### src/hdl/loop_dither_pkg.sv
/*
 * shared constants and frame layout for the per-channel loop, setpoint and dither settings store.
 * assumes a 32-bit command frame is delivered whole, one frame per strobe, on the main clock.
 */
package loop_dither_pkg;

    localparam int NUM_CHANNELS = 8;
    localparam int CLK_HZ = 20_000_000;

    // frame fields
    localparam int FRAME_W = 32;
    localparam int RW_BIT = 31;
    localparam logic RW_READ = 1'b0;
    localparam logic RW_WRITE = 1'b1;

    // message identifiers
    localparam logic [3:0] MSG_LOOP_GAIN = 4'h2;
    localparam logic [3:0] MSG_SETPOINT = 4'h3;
    localparam logic [3:0] MSG_DITHER_PERIOD = 4'h4;

    // field positions inside the 24-bit body
    localparam int KP_LSB = 12;
    localparam int KP_W = 12;
    localparam int KI_LSB = 0;
    localparam int KI_W = 12;
    localparam int HOLD_BIT = 23;
    localparam int STEP_LSB = 11;
    localparam int STEP_W = 11;
    localparam int SETPT_LSB = 0;
    localparam int SETPT_W = 11;
    localparam int NSTEPS_LSB = 0;
    localparam int NSTEPS_W = 5;

    // reset values
    localparam logic [11:0] KP_RST = 12'h000;
    localparam logic [11:0] KI_RST = 12'h000;
    localparam logic HOLD_RST = 1'b0;
    localparam logic [10:0] STEP_RST = 11'h000;
    localparam logic [10:0] SETPT_RST = 11'h000;
    localparam logic [4:0] NSTEPS_RST = 5'h00;

    // pwm period timing: n clocks per sample, m samples per period
    localparam int DIV_N_RST = 625;
    localparam int DIV_M_RST = 32;
    localparam int PWM_CYC = DIV_N_RST * DIV_M_RST;
    localparam int PWM_CNT_W = 24;

    // target current in quarter setpoint units, signed
    localparam int TARGET_W = 18;

    typedef struct packed {
        logic rw;
        logic [3:0] message_identifier;
        logic [2:0] channel_select;
        logic [23:0] body;
    } frame_t;

endpackage

### src/hdl/dither_wave.sv
/*
 * triangular dither generator for one channel, stepping once per pwm period.
 * assumes i_pwm_tick is a one-cycle enable on the main clock.
 */
`timescale 1ns/1ps
module dither_wave
    import loop_dither_pkg::*;
(
    input wire logic i_ref_clk,
    input wire logic i_rst,
    input wire logic i_pwm_tick,
    input wire logic [STEP_W-1:0] i_step,
    input wire logic [NSTEPS_W-1:0] i_nsteps,
    input wire logic [SETPT_W-1:0] i_setpoint,
    output logic signed [TARGET_W-1:0] o_target
);
    logic signed [6:0] pos_r;
    logic up_r;
    logic dither_on;
    logic signed [6:0] lim;
    logic signed [TARGET_W-1:0] offset;
    logic signed [TARGET_W-1:0] base;

    // zero step size or zero step count kills dither
    assign dither_on = (i_step != '0) && (i_nsteps != '0);
    assign lim = $signed({2'b00, i_nsteps});
    // offset swings +-step*steps, so peak to peak is 2*step*steps quarter units
    assign offset = TARGET_W'(pos_r * $signed({1'b0, i_step}));
    // one setpoint unit is four step units
    assign base = $signed({5'b0_0000, i_setpoint, 2'b00});

    // a full triangle is four quarters of nsteps pwm periods each
    always_ff @(posedge i_ref_clk or posedge i_rst) begin
        if (i_rst) begin
            pos_r <= '0;
            up_r <= 1'b1;
        end else if (!dither_on) begin
            pos_r <= '0;
            up_r <= 1'b1;
        end else if (i_pwm_tick) begin
            if (up_r && pos_r >= lim - 7'sd1) begin
                up_r <= 1'b0;
            end else if (!up_r && pos_r <= 7'sd1 - lim) begin
                up_r <= 1'b1;
            end
            pos_r <= up_r ? pos_r + 7'sd1 : pos_r - 7'sd1;
        end
    end

    always_ff @(posedge i_ref_clk or posedge i_rst) begin
        if (i_rst) begin
            o_target <= '0;
        end else begin
            o_target <= base + offset;
        end
    end
endmodule

### src/hdl/loop_dither_settings.sv
/*
 * per-channel store of loop gains, setpoint with dither step and hold option, and dither step count,
 * reached by 32-bit command frames; answers each frame with a response frame one cycle later.
 * assumes the frame transport delivers a whole frame with a one-cycle strobe on the main clock.
 */
// What this block does
// - identifier 0010 in bits 30:27 selects gains of channel in bits 26:24.
// - proportional gain, 12 bits from 23:12, resets to zero.
// - integral gain, 12 bits from 11:0, resets to zero.
// - identifier 0011 selects setpoint and dither step of channel.
// - bit 23 set keeps channel regulating when global enable drops; reset clear.
// - 11-bit dither step from 21:11, resets zero, unit is quarter setpoint.
// - zero dither step means no dither on that channel.
// - 11-bit setpoint from 10:0, resets zero, scaled by 2^11.
// - dither peak to peak is two times step times steps over 2^13.
// - identifier 0100 selects five-bit dither step count in bits 4:0.
// - step count per quarter wave, resets zero, zero disables, period four counts.
// - pwm period is n times m main clocks, n resets to 625.
`timescale 1ns/1ps
module loop_dither_settings
    import loop_dither_pkg::*;
#(
    parameter int DIV_N = DIV_N_RST,
    parameter int DIV_M = DIV_M_RST
)(
    input wire logic i_ref_clk,
    input wire logic i_rst,
    input wire logic i_frame_valid,
    input wire logic [FRAME_W-1:0] i_frame,
    input wire logic i_enable,
    output logic o_resp_valid,
    output logic [FRAME_W-1:0] o_resp,
    output logic [NUM_CHANNELS-1:0] o_channel_run,
    output logic [NUM_CHANNELS*KP_W-1:0] o_kp,
    output logic [NUM_CHANNELS*KI_W-1:0] o_ki,
    output logic [NUM_CHANNELS*TARGET_W-1:0] o_target,
    output logic o_pwm_tick
);
    logic [KP_W-1:0] kp_r [NUM_CHANNELS];
    logic [KI_W-1:0] ki_r [NUM_CHANNELS];
    logic hold_r [NUM_CHANNELS];
    logic [STEP_W-1:0] step_r [NUM_CHANNELS];
    logic [SETPT_W-1:0] setpt_r [NUM_CHANNELS];
    logic [NSTEPS_W-1:0] nsteps_r [NUM_CHANNELS];
    logic [PWM_CNT_W-1:0] pwm_cnt_r;

    frame_t frm;
    logic is_write;
    logic hit_gain;
    logic hit_setpt;
    logic hit_nsteps;
    logic [2:0] ch;
    logic [23:0] rd_body;
    logic [FRAME_W-1:0] resp_nxt;
    localparam logic [PWM_CNT_W-1:0] PWM_LAST = PWM_CNT_W'(DIV_N * DIV_M - 1);

    assign frm = frame_t'(i_frame);
    assign ch = frm.channel_select;
    assign is_write = i_frame_valid && (frm.rw == RW_WRITE);
    assign hit_gain = frm.message_identifier == MSG_LOOP_GAIN;
    assign hit_setpt = frm.message_identifier == MSG_SETPOINT;
    assign hit_nsteps = frm.message_identifier == MSG_DITHER_PERIOD;

    // read data in write-frame positions, holes left at zero
    assign rd_body = hit_gain ? {kp_r[ch], ki_r[ch]} :
                     hit_setpt ? {hold_r[ch], 1'b0, step_r[ch], setpt_r[ch]} :
                     hit_nsteps ? {19'h0_0000, nsteps_r[ch]} : 24'h00_0000;
    assign resp_nxt = {RW_READ, frm.message_identifier, frm.channel_select, rd_body};

    always_ff @(posedge i_ref_clk or posedge i_rst) begin
        if (i_rst) begin
            o_resp_valid <= 1'b0;
            o_resp <= '0;
        end else begin
            o_resp_valid <= i_frame_valid;
            if (i_frame_valid) begin
                o_resp <= resp_nxt;
            end
        end
    end

    // free running pwm period divider; n*m fits well inside the 24-bit package counter width, n and m are parameters
    always_ff @(posedge i_ref_clk or posedge i_rst) begin
        if (i_rst) begin
            pwm_cnt_r <= '0;
            o_pwm_tick <= 1'b0;
        end else begin
            o_pwm_tick <= (pwm_cnt_r == PWM_LAST);
            pwm_cnt_r <= (pwm_cnt_r == PWM_LAST) ? '0 : pwm_cnt_r + 1'b1;
        end
    end

    genvar g;
    generate
        for (g = 0; g < NUM_CHANNELS; g++) begin : g_channel
            logic sel;
            logic signed [TARGET_W-1:0] tgt;
            assign sel = is_write && (ch == 3'(g));

            always_ff @(posedge i_ref_clk or posedge i_rst) begin
                if (i_rst) begin
                    kp_r[g] <= KP_RST;
                    ki_r[g] <= KI_RST;
                end else if (sel && hit_gain) begin
                    kp_r[g] <= frm.body[KP_LSB +: KP_W];
                    ki_r[g] <= frm.body[KI_LSB +: KI_W];
                end
            end

            // bit 22 of the setpoint body is dropped on write
            always_ff @(posedge i_ref_clk or posedge i_rst) begin
                if (i_rst) begin
                    hold_r[g] <= HOLD_RST;
                    step_r[g] <= STEP_RST;
                    setpt_r[g] <= SETPT_RST;
                end else if (sel && hit_setpt) begin
                    hold_r[g] <= frm.body[HOLD_BIT];
                    step_r[g] <= frm.body[STEP_LSB +: STEP_W];
                    setpt_r[g] <= frm.body[SETPT_LSB +: SETPT_W];
                end
            end

            always_ff @(posedge i_ref_clk or posedge i_rst) begin
                if (i_rst) begin
                    nsteps_r[g] <= NSTEPS_RST;
                end else if (sel && hit_nsteps) begin
                    nsteps_r[g] <= frm.body[NSTEPS_LSB +: NSTEPS_W];
                end
            end

            dither_wave u_wave (
                .i_ref_clk(i_ref_clk),
                .i_rst(i_rst),
                .i_pwm_tick(o_pwm_tick),
                .i_step(step_r[g]),
                .i_nsteps(nsteps_r[g]),
                .i_setpoint(setpt_r[g]),
                .o_target(tgt)
            );
            assign o_target[g*TARGET_W +: TARGET_W] = tgt;

            // outputs straight from the setting flops; run is registered
            assign o_kp[g*KP_W +: KP_W] = kp_r[g];
            assign o_ki[g*KI_W +: KI_W] = ki_r[g];
            always_ff @(posedge i_ref_clk or posedge i_rst) begin
                if (i_rst) begin
                    o_channel_run[g] <= 1'b0;
                end else begin
                    o_channel_run[g] <= i_enable || hold_r[g];
                end
            end
        end
    endgenerate
endmodule

### config.mk
export PLATFORM = sky130hd
export DESIGN_NAME = loop_dither_settings
export DESIGN_NICKNAME = d
export VERILOG_FILES = /design/src/hdl/loop_dither_pkg.sv /design/src/hdl/dither_wave.sv /design/src/hdl/loop_dither_settings.sv
export SDC_FILE = /design/constraint.sdc
export NUM_CORES = 2
export LEC_CHECK = 0
export BUFFER_PORTS_ARGS = -buffer_cell sky130_fd_sc_hd__buf_2
export CAP_MARGIN = 20
export CORE_MARGIN = 2
export CORE_UTILIZATION = 30
export DETAILED_ROUTE_END_ITERATION = 16
export MAX_ROUTING_LAYER = met4
export PLACE_DENSITY = 0.52
export SLEW_MARGIN = 20
export SYNTH_ARGS = -nofsm -noshare
export SYNTH_HDL_FRONTEND = slang
export SYNTH_SLANG_ARGS = --single-unit
### constraint.sdc
create_clock -name i_ref_clk -period 50.1 [get_ports i_ref_clk]
set_input_delay 10.02 -clock i_ref_clk [delete_from_list [all_inputs] [get_ports i_ref_clk]]
set_output_delay 10.02 -clock i_ref_clk [all_outputs]
set_load 0.1 [all_outputs]
Word-level counts from Yosys, hierarchy flattened
Cells that the tools add are included.
{"block": "totals", "reg_bits": 689, "output_inout_bits": 378, "word_cells": 354}
{"block": "op_classes", "addsub": 41, "mul": 8, "n_lt_le_gt_ge": 17, "eq_ne": 27, "muxes": 78, "bitwise": 1, "n_reduce_logical": 98}
{"op": "$mux W7", "n": 24}
{"op": "$add A14 B18 Y18", "n": 8}
{"op": "$mul A7 B12 Y18", "n": 8}
{"op": "$reduce_bool A11 Y1", "n": 8}
{"op": "$bmux W12 S3", "n": 2}
{"op": "$mux W24", "n": 3}
{"op": "$bmux W11 S3", "n": 2}
{"op": "$logic_and A1 B1 Y1", "n": 57}
{"op": "$add A7 B2 Y7 const B", "n": 8}
{"op": "$ge A7 B6 Y1", "n": 8}
{"op": "$le A7 B6 Y1", "n": 8}
{"op": "$sub A7 B2 Y7 const B", "n": 8}
{"op": "$mux W12", "n": 4}
{"op": "$sub A1 B5 Y6 const A", "n": 8}
{"op": "$sub A5 B1 Y6 const B", "n": 8}
{"op": "$mux W11", "n": 4}
{"op": "$reduce_bool A5 Y1", "n": 8}
{"op": "$mux W1", "n": 34}
{"op": "$add A24 B1 Y24 const B", "n": 1}
{"op": "$eq A24 B15 Y1 const B", "n": 1}
{"op": "$ne A3 B3 Y1 const B", "n": 8}
{"op": "$ne A2 B2 Y1 const B", "n": 8}
{"op": "$reduce_and A2 Y1", "n": 8}
{"op": "$bmux W5 S3", "n": 1}
{"op": "other kinds (12)", "n": 33}

Longest topological paths before layout
{"block": "logic_depth", "depth_word": 7, "mapped_depth": 18, "mapped_depth_nobuf": 16}

By module
Synthesis repeated with hierarchy kept, for this count alone.
{"block": "hier_totals", "hier_cells": 5059, "area_unflattened_um2": 55964.9}
{"mod": "loop_dither_settings", "instances": 1, "cells_each": 1366, "area_each_um2": 21469.3, "seq_area_each_um2": 12036.5}
{"mod": "dither_wave at g_channel[0].u_wave ...", "instances": 4, "cells_each": 455, "area_each_um2": 4292.9, "seq_area_each_um2": 651.9}
{"mod": "dither_wave at g_channel[6].u_wave", "instances": 1, "cells_each": 477, "area_each_um2": 4369.2, "seq_area_each_um2": 651.9}
{"mod": "dither_wave at g_channel[7].u_wave", "instances": 1, "cells_each": 475, "area_each_um2": 4351.7, "seq_area_each_um2": 651.9}
{"mod": "dither_wave at g_channel[5].u_wave", "instances": 1, "cells_each": 467, "area_each_um2": 4319.1, "seq_area_each_um2": 651.9}
{"mod": "dither_wave at g_channel[4].u_wave", "instances": 1, "cells_each": 454, "area_each_um2": 4284.1, "seq_area_each_um2": 651.9}

Worst setup path before layout
Ideal clock, no wire load.
{"block": "synth_timing", "kind": "input to register", "start": "input port i_frame[25]", "end": "register o_resp[10]", "setup_time_ns": 0.125, "arrival_ns": 11.656, "required_time_ns": 49.975, "slack_ns": 38.319, "path_stages": 7, "path_buffers": 3, "path_cell_list": "buf_2 -> buf_2 -> buf_2 -> mux4_2 -> a221oi_1 -> a21oi_1 -> mux2_2"}
{"block": "synth_via", "elab_chain_cells": 6}
{"element": "start, declared", "line": "loop_dither_settings.sv:29", "text": "input wire logic [FRAME_W-1:0] i_frame,"}
{"element": "$not A3 Y4 (not written as such) *", "line": "loop_dither_settings.sv:65, loop_dither_settings.sv:66"}
{"element": "$bmux W11 S3", "line": "loop_dither_settings.sv:66", "text": "hit_setpt ? {hold_r[ch], 1'b0, step_r[ch], setpt_r[ch]} :"}
{"element": "$mux W11 (not written as such) (2 in a row)", "line": "loop_dither_settings.sv:66"}
{"element": "$mux W24", "line": "loop_dither_settings.sv:66"}
{"element": "$mux W24 *", "line": "loop_dither_settings.sv:65", "text": "assign rd_body = hit_gain ? {kp_r[ch], ki_r[ch]} :"}
{"element": "end signal, assigned", "line": "loop_dither_settings.sv:77", "text": "o_resp <= resp_nxt;"}
{"element": "end, declared", "line": "loop_dither_settings.sv:32", "text": "output logic [FRAME_W-1:0] o_resp,"}
Every way passes the cells marked *; elsewhere a longest branch is shown, timed or not. The select of a mux whose other input is x is not followed.
A chain may end at the register's enable or synchronous reset.

==> summary.md <==
| Metric | Value |
|---|---|
| Post-synth EDFFs | `0` |
| Final Setup Violations | `0` |
| Worst hold slack | `0.476 ns` |
| Clk root buf | `clkbuf_16` |
| GP Congestion | `0.920` |
| Fin nets | `6,530` |
| Top Ports | `414` |
| Ys Warns | `0` |
| GRT overflow | `0` |
| Mean post-synth cell area | `10.7 um2` |
| Number of post-CTS setup repair buffers | `0` |
| TritonCTS Sinks | `689` |
| Worst endpoint data arrival time | `13.27 ns` |
| Layout cells sized above 1 | `20.7%` |
| Fin. max-slew vios | `0` |
| Layout fillers | `19,000` |
| Maximum buffer depth of the clock tree | `3` |
| Multi-input logic area | `34,900 um2` |
| GRT Overall Usage | `20.1%` |
| CP Launch Type | `primary input` |
| Post-synthesis sequential area ratio | `30.8%` |
| Fin. Hold Viols | `0` |
| Synth cell types | `71` |
| Most used DFF post-synth | `dfrtp_1` |
| Ys async rst share | `100%` |
| Num CTS Buffers | `83` |
| Crit path max-delay cell type | `buf_4` |
| Initial Utilization | `30.2%` |
| Crit. End Element | `asynchronous set/reset pin` |
| Resized cells post-CTS | `0` |
| H-tree depth | `3` |
| Full die area | `190,000 um2` |
| Tcrit/Tclk final | `25.0%` |
| CP Max Fanout | `163` |
| Crit path max-delay family | `buffers and inverters` |
| Drt first pass iters | `5` |
| Clock Pin Slew Worst Setup and Hold Paths | `0.05 ns` |
| Post-Synthesis Cells | `5,224` |
| Crit Path Category | `in2async` |
| Reg area | `17,300 um2` |
| Worst Hold Class | `reg2reg` |
| Outcome | `complete, no violations` |
| Initial DRC Count | `2,579` |
| Via count | `40,100` |
| Mapped cell area | `56,000 um2` |
| CORE AREA | `185,000 um2` |
| Clk_lat worst skew | `0.72 ns` |
| Vias in the first global route | `41,300` |
| LEAKAGE | `32.9 nW` |
| Clock skew | `0.0320 ns` |
| CP required | `50.82 ns` |
| CP peak stage delay | `0.76 ns` |
| Worst Tran Pin Value | `1.17 ns` |
| DR WL/cell | `22.9 um` |
| IO Port Bufs | `412` |
| CP Buf/Inv Count | `5` |
| Maximum vdd drop | `0.0234 mV` |
| # DRC | `0` |
| Yosys reg bits | `689` |
| Slew HR | `22.0%` |
| Cts-stage hold buffer count | `0` |
| Setup TNS | `0 ns` |
| Antenna violations before repair | `8` |
| Die width | `436 um` |
| Post-DP HPWL | `144,000 um` |
| Synth-to-layout area growth | `13.3%` |
| Worst-path cell chain | `buf_2, inv_8, buf_12, buf_4, buf_6` |
| First-pass GRT wire length | `278,000 um` |
| Tmin final | `12.55 ns` |
| Vias/cell | `4.96` |
| Post-route core utilization | `34.2%` |
| Rows | `158` |
| Total Wirelength | `185,000 um` |
| Final antenna-violating net count | `0` |
| Power per cell area | `23.5 nW/um2` |
| Max cap viols | `0` |
| Fmax | `79.7 MHz` |
| Largest net degree at the start of global routing | `164` |
| Die Y | `436 um` |
| TritonCTS clock tree | `built` |
| Unrepaired setup endpoints after global routing | `no` |
| Post-synth net total | `6,229` |
==> cell usage after synthesis, types with 21 or more instances <==
cell type  count  area share (%)
ha_1         513              11
nand2_1      248             1.7
nand2b_1      49            0.55
nand4_1       31            0.35
buf_2         52            0.46
nor2_1       171             1.1
a22oi_1       22            0.29
nand3_1       84            0.75
o21ai_0      123             1.1
clkbuf_1     159             1.1
mux4_2       104             4.2
inv_1        780             5.2
mux2_2       416             8.4
a31oi_1       21            0.23
nor2b_1      105             1.2
a21o_1        70            0.94
xnor2_1      128             2.0
nor4_1        30            0.34
and2_1       406             4.5
a211oi_1      49            0.66
dfrtp_1      681              30
nor3_1        44            0.39
fa_1         456              16
a21oi_1      149             1.3
xor2_1        78             1.2
==> layout make-up <==
class / instances / area share, %
Multi-Input combinational cell: 3525 / 55.1
Sequential cell: 689 / 27.2
Tap cell: 2480 / 4.89
Inverter: 781 / 4.63
Timing Repair Buffer: 445 / 3.74
Clock buffer: 115 / 3.73
Clock inverter: 38 / 0.710
Antenna cell: 8 / 0.0316
==> final timing paths <==
path | from | end | slack (ns) | cells after the start
setup / recovery | i_rst | g_channel[7].u_wave.o_target[17] | 37.55 | 5
hold / removal | pwm_cnt_r[0] | pwm_cnt_r[0] | 0.48 | 1
setup reg to reg | g_channel[0].u_wave.pos_r[6] | g_channel[0].u_wave.o_target[17] | 44.87 | 13
hold reg to reg | pwm_cnt_r[0] | pwm_cnt_r[0] | 0.48 | 1
max in group i_ref_clk | i_frame[24] | o_kp[38] | 37.70 | 6
min in group asynchronous | i_rst | g_channel[0].u_wave.o_target[7] | 9.44 | 2
==> stage by stage <==
step / total power, W / worst slack (ns) / area (um2) / instances
after floorplan: 0.000789 / 20.77 / 56000 / 5224
after global placement: 0.000867 / 36.54 / 60600 / 7919
after detailed placement: 0.000869 / 36.47 / 60600 / 7919
after CTS: 0.00151 / 37.24 / 63400 / 8072
after global routing: 0.00155 / 37.18 / 63400 / 8076
final: 0.00149 / 37.55 / 63400 / 8081
==> cells by family (layout without fill, tap and decap cells) <==
| group | count (synthesis) | after routing | share of synthesized area [%] |
|---|---|---|---|
| mux | 532 | 532 | 12.8 |
| buf+inv | 1010 | 1379 | 6.93 |
| fa+ha+maj | 969 | 969 | 27.8 |
| xor+xnor | 206 | 206 | 3.22 |
| simple gates | 1238 | 1238 | 11.8 |
| flops | 689 | 689 | 30.8 |
| other cells | 1 | 9 | 0.00670 |
| compound gates | 579 | 579 | 6.68 |
==> metal layers <==
metal	track usage [%]	part of all wire [%]	vias up
met4	11.2	6.3	0
met2	31.1	46	1033
met5	-	0	-
met3	2.64	4.7	303
met1	25.5	43	20700
li1	-	-	18000
==> registers in the layout (all words and copies together) (netlist names), 8 cells and up <==
signal,flops
hold_r,8
g_channel.u_wave.pos_r,56
pwm_cnt_r,24
o_kp,96
o_channel_run,8
nsteps_r,40
o_ki,96
step_r,88
setpt_r,88
g_channel.u_wave.o_target,144
o_resp,31
g_channel.u_wave.up_r,8
==> cell usage in the layout (no fill, tap or decap), drive strengths merged, types with 9 or more instances in the layout <==
cell    Yosys  routed
buf        70     445
inv       780     786
mux2      416     416
a31oi      21      21
and2      406     406
a21oi     150     150
dfrtp     681     681
nand2     248     248
a22oi      22      22
a211oi     49      49
o21ai     131     131
o21a       19      19
nand4      31      31
xnor2     128     128
mux2i      12      12
xor2       78      78
or2        14      14
clkbuf    159     115
nand2b     49      49
nor2b     105     105
o21bai      9       9
o211ai     15      15
clkinv      1      23
a21o       70      70
nor4       31      31
nand3      84      84
nor3b      10      10
ha        513     513
mux4      104     104
a221oi     19      19
nor2      177     177
fa        456     456
a211o       9       9
and3       11      11
nor3       44      44
==> power breakdown <==
| part | internal (W) | switching (W) |
|---|---|---|
| Clock | 0.000364 | 0.000269 |
| Combinational | 0.0000560 | 0.000184 |
| Sequential | 0.000579 | 0.0000401 |
| Total | 0.000999 | 0.000493 |
Note: power is estimated with default switching activity, not from simulation.
